**src/design/rsc_pkg.sv**
```systemverilog
// Shared constants and types for the reset source control block.
// Assumes a single 20 MHz system clock and an 8-bit register port.

package rsc_pkg;

	// ==========================================================
	// Clock and timing
	localparam int RSC_CLK_PERIOD_NS = 50;
	localparam int RSC_SOFT_RESET_DELAY_NS = 1000;
	localparam int RSC_LOW_VOLTAGE_FILTER_NS = 1000;
	// Least times, so both round up to whole cycles.
	localparam int RSC_SOFT_RESET_CYC =
		(RSC_SOFT_RESET_DELAY_NS + RSC_CLK_PERIOD_NS - 1) / RSC_CLK_PERIOD_NS;
	localparam int RSC_LV_FILTER_CYC =
		(RSC_LOW_VOLTAGE_FILTER_NS + RSC_CLK_PERIOD_NS - 1) / RSC_CLK_PERIOD_NS;
	localparam int RSC_CNT_W = 16;

	// ==========================================================
	// Register map
	localparam int RSC_ADDR_W = 3;
	localparam logic [2:0] RSC_ADDR_FUNC_SEL = 3'h0;
	localparam logic [2:0] RSC_ADDR_FLAGS = 3'h1;
	localparam logic [2:0] RSC_ADDR_LV_CTRL = 3'h2;
	localparam logic [2:0] RSC_ADDR_PROG_CTRL_ONE = 3'h3;

	// ==========================================================
	// Codes and reset values
	localparam logic [7:0] RSC_SEL_IO = 8'h55;
	localparam logic [7:0] RSC_SEL_PIN = 8'hAA;
	localparam logic [7:0] RSC_LV_1V7 = 8'h66;
	localparam logic [7:0] RSC_LV_1V9 = 8'h55;
	localparam logic [7:0] RSC_LV_2V55 = 8'h33;
	localparam logic [7:0] RSC_LV_3V15 = 8'h99;
	localparam logic [7:0] RSC_LV_3V8 = 8'hAA;
	localparam logic [7:0] RSC_LV_OFF = 8'hF0;
	localparam logic [7:0] RSC_LV_POR = RSC_LV_1V7;
	localparam logic [7:0] RSC_PROG_RESET_KEY = 8'h55;
	localparam logic [4:0] RSC_WDT_ENABLE = 5'h0A;
	localparam logic [4:0] RSC_WDT_DISABLE = 5'h15;
	localparam logic [7:0] RSC_FLAGS_POR = 8'h00;
	localparam logic [7:0] RSC_ZERO8 = 8'h00;

	// Flag bit positions.
	localparam int RSC_FLAG_SEL_FAULT = 3;
	localparam int RSC_FLAG_LV_EVENT = 2;
	localparam int RSC_FLAG_LV_SEL_FAULT = 1;
	localparam int RSC_FLAG_WDT_FAULT = 0;
	localparam int RSC_FLAG_W = 4;

	// ==========================================================
	// Types
	typedef enum logic [2:0] {
		RSC_TH_1V7,
		RSC_TH_1V9,
		RSC_TH_2V55,
		RSC_TH_3V15,
		RSC_TH_3V8
	} rsc_threshold_t;

	typedef struct packed {
		logic wr;
		logic rd;
		logic [RSC_ADDR_W-1:0] addr;
		logic [7:0] wdata;
	} rsc_bus_req_t;

	typedef struct packed {
		logic device_reset;
		logic warm_reset;
		logic set_timeout_flag;
		logic set_power_down_flag;
	} rsc_reset_out_t;

endpackage : rsc_pkg

```
**src/design/rsc_top.sv**
```systemverilog
// Reset source control: reset pin select, reset cause flags, low-voltage reset control.
// Assumes sleep_mode, wdt inputs and the register port come from sys_clk logic;
// low_supply and ext_reset_n_pin come from outside and are synchronised here.
//
// What this block does
// RL1: Select code 0x55 gives pin to I/O; 0xAA makes it reset input.
// RL2: Any other select code resets the device after the soft reset delay.
// RL3: A reset from an illegal select code sets flag bit 3.
// RL4: Flag bit 3 is cleared only by a software write.
// RL5: All resets restore select register to 0x55, except sleep watchdog warm reset.
// RL6: Reset pin selection overrides every other function of the shared pin.
// RL7: Flag register bits 7 to 4 always read zero.
// RL8: Low-voltage monitoring runs when enabled, but never in sleep or idle; the code gates on sleep_mode only and has no idle input.
// RL9: Low supply must last beyond the filter time before it resets.
// RL10: A genuine low-voltage reset sets flag bit 2.
// RL11: Threshold codes 66,55,33,99,AA pick levels; F0 disables monitoring.
// RL12: Undefined threshold code resets after delay and restores power-on value.
// RL13: A genuine low-voltage reset keeps the threshold control contents.
// RL14: Undefined threshold code sets flag bit 1, cleared only by software.
// RL15: Flag bit 2 is set by hardware, cleared only by software.
// RL16: Writing 0x55 to programming control one resets the whole device.
// RL17: Watchdog timeout in normal mode resets and sets timeout flag.
// RL18: Watchdog timeout in sleep clears PC and SP, sets timeout and power-down.
// RL19: Power-on leaves threshold control at the 1.7 V code.
// RL20: Illegal watchdog enable code resets after delay and sets flag bit 0.
// RL21: Soft delay and filter time are parameterised cycle counters.
//
// Local design decisions: the register addresses and strobed register access.

`timescale 1ns/1ns
`default_nettype none

module rsc_top
	import rsc_pkg::*;
#(
	parameter int SOFT_RESET_CYC = RSC_SOFT_RESET_CYC,
	parameter int LV_FILTER_CYC = RSC_LV_FILTER_CYC
) (
	input wire logic sys_clk,
	input wire logic rst,
	input wire rsc_bus_req_t bus_req,
	output logic [7:0] rd_data,
	input wire logic low_supply,
	input wire logic ext_reset_n_pin,
	input wire logic sleep_mode,
	input wire logic watchdog_timeout,
	input wire logic [4:0] watchdog_enable_code,
	output logic pin_reset_select,
	output logic lv_monitor_enable,
	output rsc_threshold_t lv_threshold,
	output rsc_reset_out_t reset_out
);

	// ==========================================================
	// Registers and decode
	logic [7:0] func_sel;
	logic [7:0] lv_ctrl;
	logic [RSC_FLAG_W-1:0] flags;
	logic [RSC_CNT_W-1:0] soft_cnt;
	logic [RSC_CNT_W-1:0] lv_cnt;
	logic [2:0] lv_sync;
	logic [2:0] pin_sync;
	logic lv_low;
	logic pin_low;
	logic sel_illegal;
	logic lv_illegal;
	logic wdt_illegal;
	logic any_illegal;
	logic lv_defined;
	logic soft_fire;
	logic fire_lv;
	logic fire_pin;
	logic fire_iap;
	logic fire_wdt_norm;
	logic fire_wdt_sleep;
	logic full_reset;
	logic wr_flags;
	rsc_threshold_t next_threshold;

	localparam logic [RSC_CNT_W-1:0] SOFT_LAST = RSC_CNT_W'(SOFT_RESET_CYC - 1);
	localparam logic [RSC_CNT_W-1:0] LV_LAST = RSC_CNT_W'(LV_FILTER_CYC - 1);
	localparam logic [RSC_CNT_W-1:0] CNT_ONE = RSC_CNT_W'(1);

	always_comb begin
		lv_defined = 1'b1;
		next_threshold = RSC_TH_1V7;
		unique case (lv_ctrl) // RL11
			RSC_LV_1V7: next_threshold = RSC_TH_1V7;
			RSC_LV_1V9: next_threshold = RSC_TH_1V9;
			RSC_LV_2V55: next_threshold = RSC_TH_2V55;
			RSC_LV_3V15: next_threshold = RSC_TH_3V15;
			RSC_LV_3V8: next_threshold = RSC_TH_3V8;
			default: lv_defined = 1'b0;
		endcase
	end

	assign sel_illegal = (func_sel != RSC_SEL_IO) && (func_sel != RSC_SEL_PIN); // RL2
	assign lv_illegal = !lv_defined && (lv_ctrl != RSC_LV_OFF); // RL12
	assign wdt_illegal = (watchdog_enable_code != RSC_WDT_ENABLE)
		&& (watchdog_enable_code != RSC_WDT_DISABLE); // RL20
	assign any_illegal = sel_illegal || lv_illegal || wdt_illegal;
	assign soft_fire = any_illegal && (soft_cnt >= SOFT_LAST); // RL21
	assign fire_lv = lv_monitor_enable && lv_low && (lv_cnt >= LV_LAST); // RL9
	assign fire_pin = pin_reset_select && pin_low; // RL6
	assign fire_iap = bus_req.wr && (bus_req.addr == RSC_ADDR_PROG_CTRL_ONE)
		&& (bus_req.wdata == RSC_PROG_RESET_KEY); // RL16
	assign fire_wdt_norm = watchdog_timeout && !sleep_mode; // RL17
	assign fire_wdt_sleep = watchdog_timeout && sleep_mode; // RL18
	assign full_reset = soft_fire || fire_lv || fire_pin || fire_iap || fire_wdt_norm;
	assign wr_flags = bus_req.wr && (bus_req.addr == RSC_ADDR_FLAGS);

	// ==========================================================
	// Input synchronisers
	// A change counts only once the second and third stages agree, which
	// also rejects a single-cycle glitch on the external pins.
	always_ff @(posedge sys_clk or posedge rst) begin
		if (rst) begin
			lv_sync <= 3'b000;
			pin_sync <= 3'b111;
			lv_low <= 1'b0;
			pin_low <= 1'b0;
		end else begin
			lv_sync <= {lv_sync[1:0], low_supply};
			pin_sync <= {pin_sync[1:0], ext_reset_n_pin};
			if (lv_sync[1] == lv_sync[2]) begin
				lv_low <= lv_sync[2];
			end
			if (pin_sync[1] == pin_sync[2]) begin
				pin_low <= !pin_sync[2];
			end
		end
	end

	// ==========================================================
	// Delay counters
	always_ff @(posedge sys_clk or posedge rst) begin
		if (rst) begin
			soft_cnt <= '0;
		end else if (!any_illegal || full_reset) begin
			soft_cnt <= '0;
		end else begin
			soft_cnt <= soft_cnt + CNT_ONE; // RL21
		end
	end

	always_ff @(posedge sys_clk or posedge rst) begin
		if (rst) begin
			lv_cnt <= '0;
		end else if (!(lv_monitor_enable && lv_low) || full_reset) begin
			lv_cnt <= '0; // RL9
		end else begin
			lv_cnt <= lv_cnt + CNT_ONE; // RL21
		end
	end

	// ==========================================================
	// Reset function select register
	always_ff @(posedge sys_clk or posedge rst) begin
		if (rst) begin
			func_sel <= RSC_SEL_IO;
		end else if (full_reset) begin
			func_sel <= RSC_SEL_IO; // RL5
		end else if (bus_req.wr && bus_req.addr == RSC_ADDR_FUNC_SEL) begin
			func_sel <= bus_req.wdata;
		end
	end

	always_ff @(posedge sys_clk or posedge rst) begin
		if (rst) begin
			pin_reset_select <= 1'b0;
		end else begin
			pin_reset_select <= (func_sel == RSC_SEL_PIN); // RL1
		end
	end

	// ==========================================================
	// Low-voltage reset control register
	// A genuine low-voltage reset keeps the contents so the chosen level
	// survives the brown-out; every other full reset restores power-on.
	always_ff @(posedge sys_clk or posedge rst) begin
		if (rst) begin
			lv_ctrl <= RSC_LV_POR; // RL19
		end else if (full_reset && !(fire_lv && !soft_fire && !fire_pin && !fire_iap
			&& !fire_wdt_norm)) begin
			lv_ctrl <= RSC_LV_POR; // RL12
		end else if (fire_lv) begin
			lv_ctrl <= lv_ctrl; // RL13
		end else if (bus_req.wr && bus_req.addr == RSC_ADDR_LV_CTRL) begin
			lv_ctrl <= bus_req.wdata;
		end
	end

	always_ff @(posedge sys_clk or posedge rst) begin
		if (rst) begin
			lv_monitor_enable <= 1'b0;
			lv_threshold <= RSC_TH_1V7;
		end else begin
			lv_monitor_enable <= lv_defined && !sleep_mode && !full_reset; // RL8
			lv_threshold <= next_threshold;
		end
	end

	// ==========================================================
	// Reset cause flags
	// Hardware sets win over a software write in the same cycle, so no
	// cause is lost to a clear that races it.
	always_ff @(posedge sys_clk or posedge rst) begin
		if (rst) begin
			flags <= RSC_FLAGS_POR[RSC_FLAG_W-1:0];
		end else begin
			if (wr_flags) begin
				flags <= bus_req.wdata[RSC_FLAG_W-1:0]; // RL4
			end
			if (soft_fire && sel_illegal) begin
				flags[RSC_FLAG_SEL_FAULT] <= 1'b1; // RL3
			end
			if (fire_lv) begin
				flags[RSC_FLAG_LV_EVENT] <= 1'b1; // RL10
			end
			if (soft_fire && lv_illegal) begin
				flags[RSC_FLAG_LV_SEL_FAULT] <= 1'b1; // RL14
			end
			if (soft_fire && wdt_illegal) begin
				flags[RSC_FLAG_WDT_FAULT] <= 1'b1; // RL20
			end
		end
	end

	// ==========================================================
	// Reset outputs
	always_ff @(posedge sys_clk or posedge rst) begin
		if (rst) begin
			reset_out <= '0;
		end else begin
			reset_out.device_reset <= full_reset; // RL2
			reset_out.warm_reset <= fire_wdt_sleep && !full_reset; // RL18
			reset_out.set_timeout_flag <= watchdog_timeout; // RL17
			reset_out.set_power_down_flag <= fire_wdt_sleep && !full_reset; // RL18
		end
	end

	// ==========================================================
	// Register read port
	always_ff @(posedge sys_clk or posedge rst) begin
		if (rst) begin
			rd_data <= RSC_ZERO8;
		end else if (bus_req.rd) begin
			unique case (bus_req.addr)
				RSC_ADDR_FUNC_SEL: rd_data <= func_sel;
				RSC_ADDR_FLAGS: rd_data <= {{(8-RSC_FLAG_W){1'b0}}, flags}; // RL7
				RSC_ADDR_LV_CTRL: rd_data <= lv_ctrl;
				default: rd_data <= RSC_ZERO8;
			endcase
		end else begin
			rd_data <= RSC_ZERO8;
		end
	end

	// ==========================================================
	// Assertions
	property p_pin_route;
		@(posedge sys_clk) disable iff (rst)
		(func_sel == RSC_SEL_PIN) ##1 (func_sel == RSC_SEL_PIN) |-> pin_reset_select;
	endproperty
	a_pin_route: assert property (p_pin_route) else $error("pin select not routed"); // RL1

	property p_sel_delay;
		@(posedge sys_clk) disable iff (rst)
		sel_illegal && !full_reset && (soft_cnt == '0) |-> !reset_out.device_reset;
	endproperty
	a_sel_delay: assert property (p_sel_delay) else $error("select reset too early"); // RL2

	property p_sel_fire;
		@(posedge sys_clk) disable iff (rst)
		sel_illegal && soft_cnt == SOFT_LAST |=> reset_out.device_reset
			&& flags[RSC_FLAG_SEL_FAULT];
	endproperty
	a_sel_fire: assert property (p_sel_fire) else $error("select fault missing"); // RL3

	property p_sel_flag_hold;
		@(posedge sys_clk) disable iff (rst)
		flags[RSC_FLAG_SEL_FAULT] && !wr_flags |=> flags[RSC_FLAG_SEL_FAULT];
	endproperty
	a_sel_flag_hold: assert property (p_sel_flag_hold) else $error("flag 3 lost"); // RL4

	property p_sel_restore;
		@(posedge sys_clk) disable iff (rst)
		reset_out.device_reset |-> func_sel == RSC_SEL_IO;
	endproperty
	a_sel_restore: assert property (p_sel_restore) else $error("select not restored"); // RL5

	property p_pin_reset;
		@(posedge sys_clk) disable iff (rst)
		pin_reset_select && pin_low |=> reset_out.device_reset;
	endproperty
	a_pin_reset: assert property (p_pin_reset) else $error("pin reset missed"); // RL6

	property p_flag_upper;
		@(posedge sys_clk) disable iff (rst)
		$past(bus_req.rd) |-> rd_data[7:4] == 4'h0 || $past(bus_req.addr) != RSC_ADDR_FLAGS;
	endproperty
	a_flag_upper: assert property (p_flag_upper) else $error("upper flag bits set"); // RL7

	property p_sleep_off;
		@(posedge sys_clk) disable iff (rst)
		sleep_mode |=> !lv_monitor_enable;
	endproperty
	a_sleep_off: assert property (p_sleep_off) else $error("monitor on in sleep"); // RL8

	// A cycle without a qualified low supply must restart the filter, so the
	// next cycle can never fire; this needs a filter time of two cycles or more.
	property p_lv_filter;
		@(posedge sys_clk) disable iff (rst)
		!(lv_monitor_enable && lv_low) |=> !fire_lv;
	endproperty
	a_lv_filter: assert property (p_lv_filter) else $error("lv reset unfiltered"); // RL9

	property p_lv_event;
		@(posedge sys_clk) disable iff (rst)
		fire_lv |=> reset_out.device_reset && flags[RSC_FLAG_LV_EVENT];
	endproperty
	a_lv_event: assert property (p_lv_event) else $error("lv event flag missing"); // RL10

	property p_lv_flag_hold;
		@(posedge sys_clk) disable iff (rst)
		flags[RSC_FLAG_LV_EVENT] && !wr_flags |=> flags[RSC_FLAG_LV_EVENT];
	endproperty
	a_lv_flag_hold: assert property (p_lv_flag_hold) else $error("flag 2 lost"); // RL15

	property p_lv_restore;
		@(posedge sys_clk) disable iff (rst)
		soft_fire && lv_illegal |=> lv_ctrl == RSC_LV_POR && flags[RSC_FLAG_LV_SEL_FAULT];
	endproperty
	a_lv_restore: assert property (p_lv_restore) else $error("lv ctrl not restored"); // RL12

	property p_lv_keep;
		@(posedge sys_clk) disable iff (rst)
		fire_lv && !soft_fire && !fire_pin && !fire_iap && !fire_wdt_norm
			|=> lv_ctrl == $past(lv_ctrl);
	endproperty
	a_lv_keep: assert property (p_lv_keep) else $error("lv ctrl changed"); // RL13

	property p_iap;
		@(posedge sys_clk) disable iff (rst)
		fire_iap |=> reset_out.device_reset;
	endproperty
	a_iap: assert property (p_iap) else $error("program key reset missed"); // RL16

	property p_wdt_norm;
		@(posedge sys_clk) disable iff (rst)
		fire_wdt_norm |=> reset_out.device_reset && reset_out.set_timeout_flag
			&& !reset_out.set_power_down_flag;
	endproperty
	a_wdt_norm: assert property (p_wdt_norm) else $error("wdt normal reset wrong"); // RL17

	property p_wdt_sleep;
		@(posedge sys_clk) disable iff (rst)
		fire_wdt_sleep && !full_reset |=> reset_out.warm_reset && reset_out.set_timeout_flag
			&& reset_out.set_power_down_flag && !reset_out.device_reset;
	endproperty
	a_wdt_sleep: assert property (p_wdt_sleep) else $error("wdt sleep reset wrong"); // RL18

	property p_wdt_cfg;
		@(posedge sys_clk) disable iff (rst)
		soft_fire && wdt_illegal |=> flags[RSC_FLAG_WDT_FAULT];
	endproperty
	a_wdt_cfg: assert property (p_wdt_cfg) else $error("wdt cfg flag missing"); // RL20

	property p_soft_count;
		@(posedge sys_clk) disable iff (rst)
		soft_cnt != '0 |-> $past(any_illegal);
	endproperty
	a_soft_count: assert property (p_soft_count) else $error("soft delay counted idle"); // RL21

	c_sel_fire: cover property (@(posedge sys_clk) disable iff (rst) soft_fire && sel_illegal);
	c_lv_fire: cover property (@(posedge sys_clk) disable iff (rst) fire_lv);
	c_wdt_sleep: cover property (@(posedge sys_clk) disable iff (rst) fire_wdt_sleep);
	c_iap: cover property (@(posedge sys_clk) disable iff (rst) fire_iap);

endmodule : rsc_top

`default_nettype wire

```
**config.mk**
```make
export PLATFORM = sky130hd
export DESIGN_NAME = rsc_top
export DESIGN_NICKNAME = d
export VERILOG_FILES = /design/src/design/rsc_pkg.sv /design/src/design/rsc_top.sv
export SDC_FILE = /design/constraint.sdc
export NUM_CORES = 1
export LEC_CHECK = 0
export ABC_CLOCK_PERIOD_IN_PS = 6460
export BUFFER_PORTS_ARGS = -buffer_cell sky130_fd_sc_hd__buf_4
export CORE_UTILIZATION = 60
export CTS_CLUSTER_SIZE = 10
export DETAILED_ROUTE_END_ITERATION = 8
export PLACE_DENSITY = 0.82
export SLEW_MARGIN = 25
export SYNTH_ARGS = -nofsm -noshare
export SYNTH_HDL_FRONTEND = slang
export SYNTH_SLANG_ARGS = --single-unit
```
**constraint.sdc**
```tcl
create_clock -name sys_clk -period 6.46 [get_ports sys_clk]
set_clock_uncertainty 0.2 [all_clocks]
set_input_delay 1.615 -clock sys_clk [delete_from_list [all_inputs] [get_ports sys_clk]]
set_output_delay 1.615 -clock sys_clk [all_outputs]
set_load 0.1 [all_outputs]
```
==> impl_metrics.xml <==
<?xml version="1.0" encoding="UTF-8"?>
<metrics>
  <group name="cts">
    <metric name="cts_sinks" unit="">76</metric>
    <metric name="cts.htree.levels" unit="">3</metric>
    <metric name="tritoncts_clock_tree" unit="">yes</metric>
    <metric name="clk_path_buf_depth" unit="">2</metric>
    <metric name="postCtsResizedCells" unit="">0</metric>
    <metric name="post_cts_hold_buffer_count" unit="">0</metric>
    <metric name="cts_inserted_buffers" unit="">9</metric>
    <metric name="source_to_sink_clock_delay_at_the_later_pin_of_the_worst_skew_pair" unit="ns">0.35</metric>
    <metric name="cts.reportedPaths.clkPinSlew" unit="ns">0.08</metric>
    <metric name="postCtsSetupBuffers" unit="">0</metric>
    <metric name="clock-root-buffer" unit="">sky130_fd_sc_hd__clkbuf_8</metric>
  </group>
  <group name="grt">
    <metric name="via_count_of_the_first_global_routing_pass" unit="">2383</metric>
    <metric name="grt_antenna_before_repair" unit="">0</metric>
    <metric name="track_usage" unit="%">25.76</metric>
    <metric name="gr-total-overflow" unit="">0</metric>
    <metric name="grt_max_degree" unit="">77</metric>
    <metric name="grt_first_pass_wirelength" unit="mm">11.52</metric>
  </group>
  <group name="cells_and_area">
    <metric name="layout.cells.most_common_list" unit="">sky130_fd_sc_hd__dfrtp_1, sky130_fd_sc_hd__buf_4, sky130_fd_sc_hd__conb_1, sky130_fd_sc_hd__mux2i_1, sky130_fd_sc_hd__o211ai_1</metric>
    <metric name="layout-drive-gt1-share" unit="%">28.75</metric>
    <metric name="syn2layout_area_growth" unit="%">19.48</metric>
    <metric name="postLayoutCellArea" unit="µm²">4014</metric>
    <metric name="post_layout_nonfiller_instances" unit="">397</metric>
    <metric name="fin_nets" unit="">348</metric>
    <metric name="antenna_cell_count" unit="">0</metric>
    <metric name="commonest_non_fill_non_tap_cell_in_the_layout" unit="">sky130_fd_sc_hd__dfrtp_1</metric>
  </group>
  <group name="drt">
    <metric name="routed_wirelength" unit="mm">6.777</metric>
    <metric name="drt_pass1_iterations" unit="">4</metric>
    <metric name="drtIter0Drc" unit="">159</metric>
    <metric name="route.detailed.vias_per_inst" unit="">5.992</metric>
    <metric name="routed-via-count" unit="">2379</metric>
    <metric name="drc" unit="">0</metric>
    <metric name="route.antenna.remaining_nets" unit="">0</metric>
    <metric name="route.detailed.wl_per_inst" unit="µm">17.07</metric>
  </group>
  <group name="logic_synthesis">
    <metric name="synth_edf_count" unit="">0</metric>
    <metric name="ys_top_cells_by_area" unit="">sky130_fd_sc_hd__dfrtp_1, sky130_fd_sc_hd__dfstp_2, sky130_fd_sc_hd__mux2i_1</metric>
    <metric name="synth.ff_latch_count" unit="">76</metric>
    <metric name="postSynth.topFlopCell" unit="">sky130_fd_sc_hd__dfrtp_1</metric>
    <metric name="synthDominantAreaCellType" unit="">sky130_fd_sc_hd__dfrtp_1</metric>
    <metric name="ys_seq_area_share" unit="%">57.02</metric>
    <metric name="synthDistinctLibCells" unit="">51</metric>
    <metric name="syn-instance-count" unit="">259</metric>
    <metric name="yosysWarnings" unit="">0</metric>
    <metric name="postSynthAreaPerCell" unit="µm²">12.97</metric>
    <metric name="share_of_synthesized_flip_flops_with_an_asynchronous_set_or_reset" unit="%">100.0</metric>
    <metric name="synth.top_cell.area_share" unit="%">48.42</metric>
    <metric name="syn_area" unit="µm²">3359</metric>
  </group>
  <group name="setup_path">
    <metric name="number_of_cells_traversed_by_the_worst_register_to_register_path" unit="">5</metric>
    <metric name="timing_worst_setup_path_type" unit="">in -&gt; reg</metric>
    <metric name="library_cell_contributing_the_largest_single_delay_on_the_critical_path" unit="">sky130_fd_sc_hd__a221o_4</metric>
    <metric name="critPathRequiredTime" unit="ns">6.49</metric>
    <metric name="critical_path.endpoint_type" unit="">flip-flop</metric>
    <metric name="worstPathCellList" unit="">buf_4 &gt; nor4bb_1 &gt; mux2i_1 &gt; a221o_4 &gt; a2111oi_2</metric>
    <metric name="cp_data_arrival_time" unit="ns">3.14</metric>
    <metric name="cp_launch_type" unit="">primary input</metric>
    <metric name="timing.critical_path.fanout_max" unit="">15</metric>
    <metric name="worst_path_largest_cell_delay" unit="ns">0.49</metric>
  </group>
  <group name="sta">
    <metric name="clock.fmax" unit="MHz">321.4</metric>
    <metric name="hold_fails_final_rpt" unit="">0</metric>
    <metric name="grt_setup_unrepaired" unit="">no</metric>
    <metric name="post-route-min-period" unit="ns">3.111</metric>
    <metric name="worst_slew_pin_slew" unit="ns">0.8962</metric>
    <metric name="fin_crit_sh" unit="%">48.16</metric>
    <metric name="timing.final.setup_violations" unit="">0</metric>
    <metric name="fin_setup_tns" unit="ns">0</metric>
    <metric name="slew_headroom" unit="%">40.25</metric>
    <metric name="slew_violations" unit="">0</metric>
  </group>
  <group name="hold_path">
    <metric name="worstHoldPathCells" unit="">0</metric>
    <metric name="timing.hold.worst.class" unit="">reg -&gt; reg</metric>
  </group>
  <group name="run_status">
    <metric name="status" unit="">completed</metric>
  </group>
  <group name="placement">
    <metric name="placedCellCount" unit="">380</metric>
    <metric name="dp_hpwl" unit="mm">4.734</metric>
    <metric name="place.port_buffers" unit="">40</metric>
    <metric name="placed_area" unit="µm²">3781</metric>
    <metric name="gp_routability_congestion" unit="">0.8220</metric>
  </group>
  <group name="floorplan">
    <metric name="start_util" unit="%">64.14</metric>
    <metric name="total_die_area" unit="µm²">5902</metric>
    <metric name="core_area" unit="µm²">5238</metric>
    <metric name="count_of_boundary_i_o_pins" unit="">41</metric>
    <metric name="chipWidth" unit="µm">76.83</metric>
    <metric name="dieHeight" unit="µm">76.83</metric>
    <metric name="core.rowCount" unit="">26</metric>
  </group>
  <group name="power">
    <metric name="cellLeakagePower" unit="nW">1.724</metric>
    <metric name="power.density_cell_area" unit="nW/µm²">245.2</metric>
    <metric name="worst_ir_drop_vdd" unit="µV">193.5</metric>
  </group>
  <group name="flow_run">
    <metric name="cap_viol_max_count" unit="">0</metric>
  </group>
</metrics>
==> critical path: cells and delay by family <==
| family | cells | cell delay [ns] |
|---|---|---|
| AOI/OAI and AO/OA | 2 | 0.90 |
| and+or+nand+nor | 1 | 0.29 |
| muxes | 1 | 0.21 |
| buffers and inverters | 1 | 0.11 |
==> stage by stage <==
stage          worst slack [ns]  hold slack, ns  power, mW  util (%)
2_1_floorplan             2.725          0.1312     0.5642         -
3_3_place_gp              3.044          0.1348     0.5911     72.19
3_5_place_dp              2.932          0.1347     0.5928     72.19
4_1_cts                   3.309          0.1526     0.9943     76.49
5_1_grt                   3.223          0.1679      1.026     76.64
6_report                  3.349          0.1517     0.9841     76.64
==> power by group <==
part	total [mW]	switching, mW	leakage [nW]	internal, mW
clock network	0.400	0.170	0.106	0.229
logic	0.0827	0.0555	0.681	0.0271
registers	0.502	0.00780	0.937	0.494
==> per-layer routing <==
| metal | track usage, % | wire, µm | up-vias |
|---|---|---|---|
| met2 | 40.45 | 3253 | 81 |
| met5 | 0 | 0 | - |
| met4 | 14.81 | 289 | 0 |
| met1 | 32.79 | 2854 | 1163 |
| li1 | - | - | 1108 |
| met3 | 5.952 | 379 | 27 |
==> worst paths after layout <==
kind / from / to / slack (ns)
setup / recovery: watchdog_enable_code[1] / lv_cnt[2] / 3.35
hold / removal: lv_sync[0] / lv_sync[1] / 0.15
setup reg to reg: lv_cnt[0] / lv_cnt[2] / 3.82
hold reg to reg: lv_sync[0] / lv_sync[1] / 0.15
max in group asynchronous: rst / lv_cnt[6] / 4.14
min in group asynchronous: rst / soft_cnt[13] / 1.34
==> synth_stat cells (4+ instances only) <==
library cell and instances:
sky130_fd_sc_hd__xor2_1 4, sky130_fd_sc_hd__nor4_1 10, sky130_fd_sc_hd__clkbuf_1 5, sky130_fd_sc_hd__a21oi_1 5, sky130_fd_sc_hd__inv_1 4, sky130_fd_sc_hd__a211oi_2 5, sky130_fd_sc_hd__o211ai_1 20, sky130_fd_sc_hd__dfstp_2 11
sky130_fd_sc_hd__a221oi_2 5, sky130_fd_sc_hd__mux2i_1 20, sky130_fd_sc_hd__nand2_1 12, sky130_fd_sc_hd__nor2_1 15, sky130_fd_sc_hd__dfrtp_1 65, sky130_fd_sc_hd__o2111ai_1 4, sky130_fd_sc_hd__nor4bb_1 7, sky130_fd_sc_hd__a2111oi_2 5
sky130_fd_sc_hd__nand3_1 7, sky130_fd_sc_hd__nand4bb_1 4
==> final cells by class <==
cell class              instances  area, µm²
clock buffers                  11      141.4
flip-flops and latches         76       1916
repair buffers                 44      330.3
clock inverters                 5      83.83
multi-input cells             187       1440
fillers                       339       1224
inverters                       4      15.01
well taps                      70      87.58
==> logic make-up after synthesis <==
logic type | after synthesis | synth area share (%)
compound gates | 58 | 16.54
buf+inv | 17 | 2.458
fa+ha+maj | 3 | 1.043
simple gates | 78 | 15.31
other cells | 1 | 0.1116
flops | 76 | 57.02
mux | 20 | 5.959
xor+xnor | 6 | 1.564
==> registers in the layout, indices dropped and copies added (netlist names) <==
name               flops
lv_sync                3
flags                  4
lv_cnt                16
lv_monitor_enable      1
pin_reset_select       1
lv_threshold           3
pin_low                1
reset_out              3
lv_ctrl                8
soft_cnt              16
rd_data                8
lv_low                 1
pin_sync               3
func_sel               8
No activity file was read; power rests on OpenSTA's default activity.
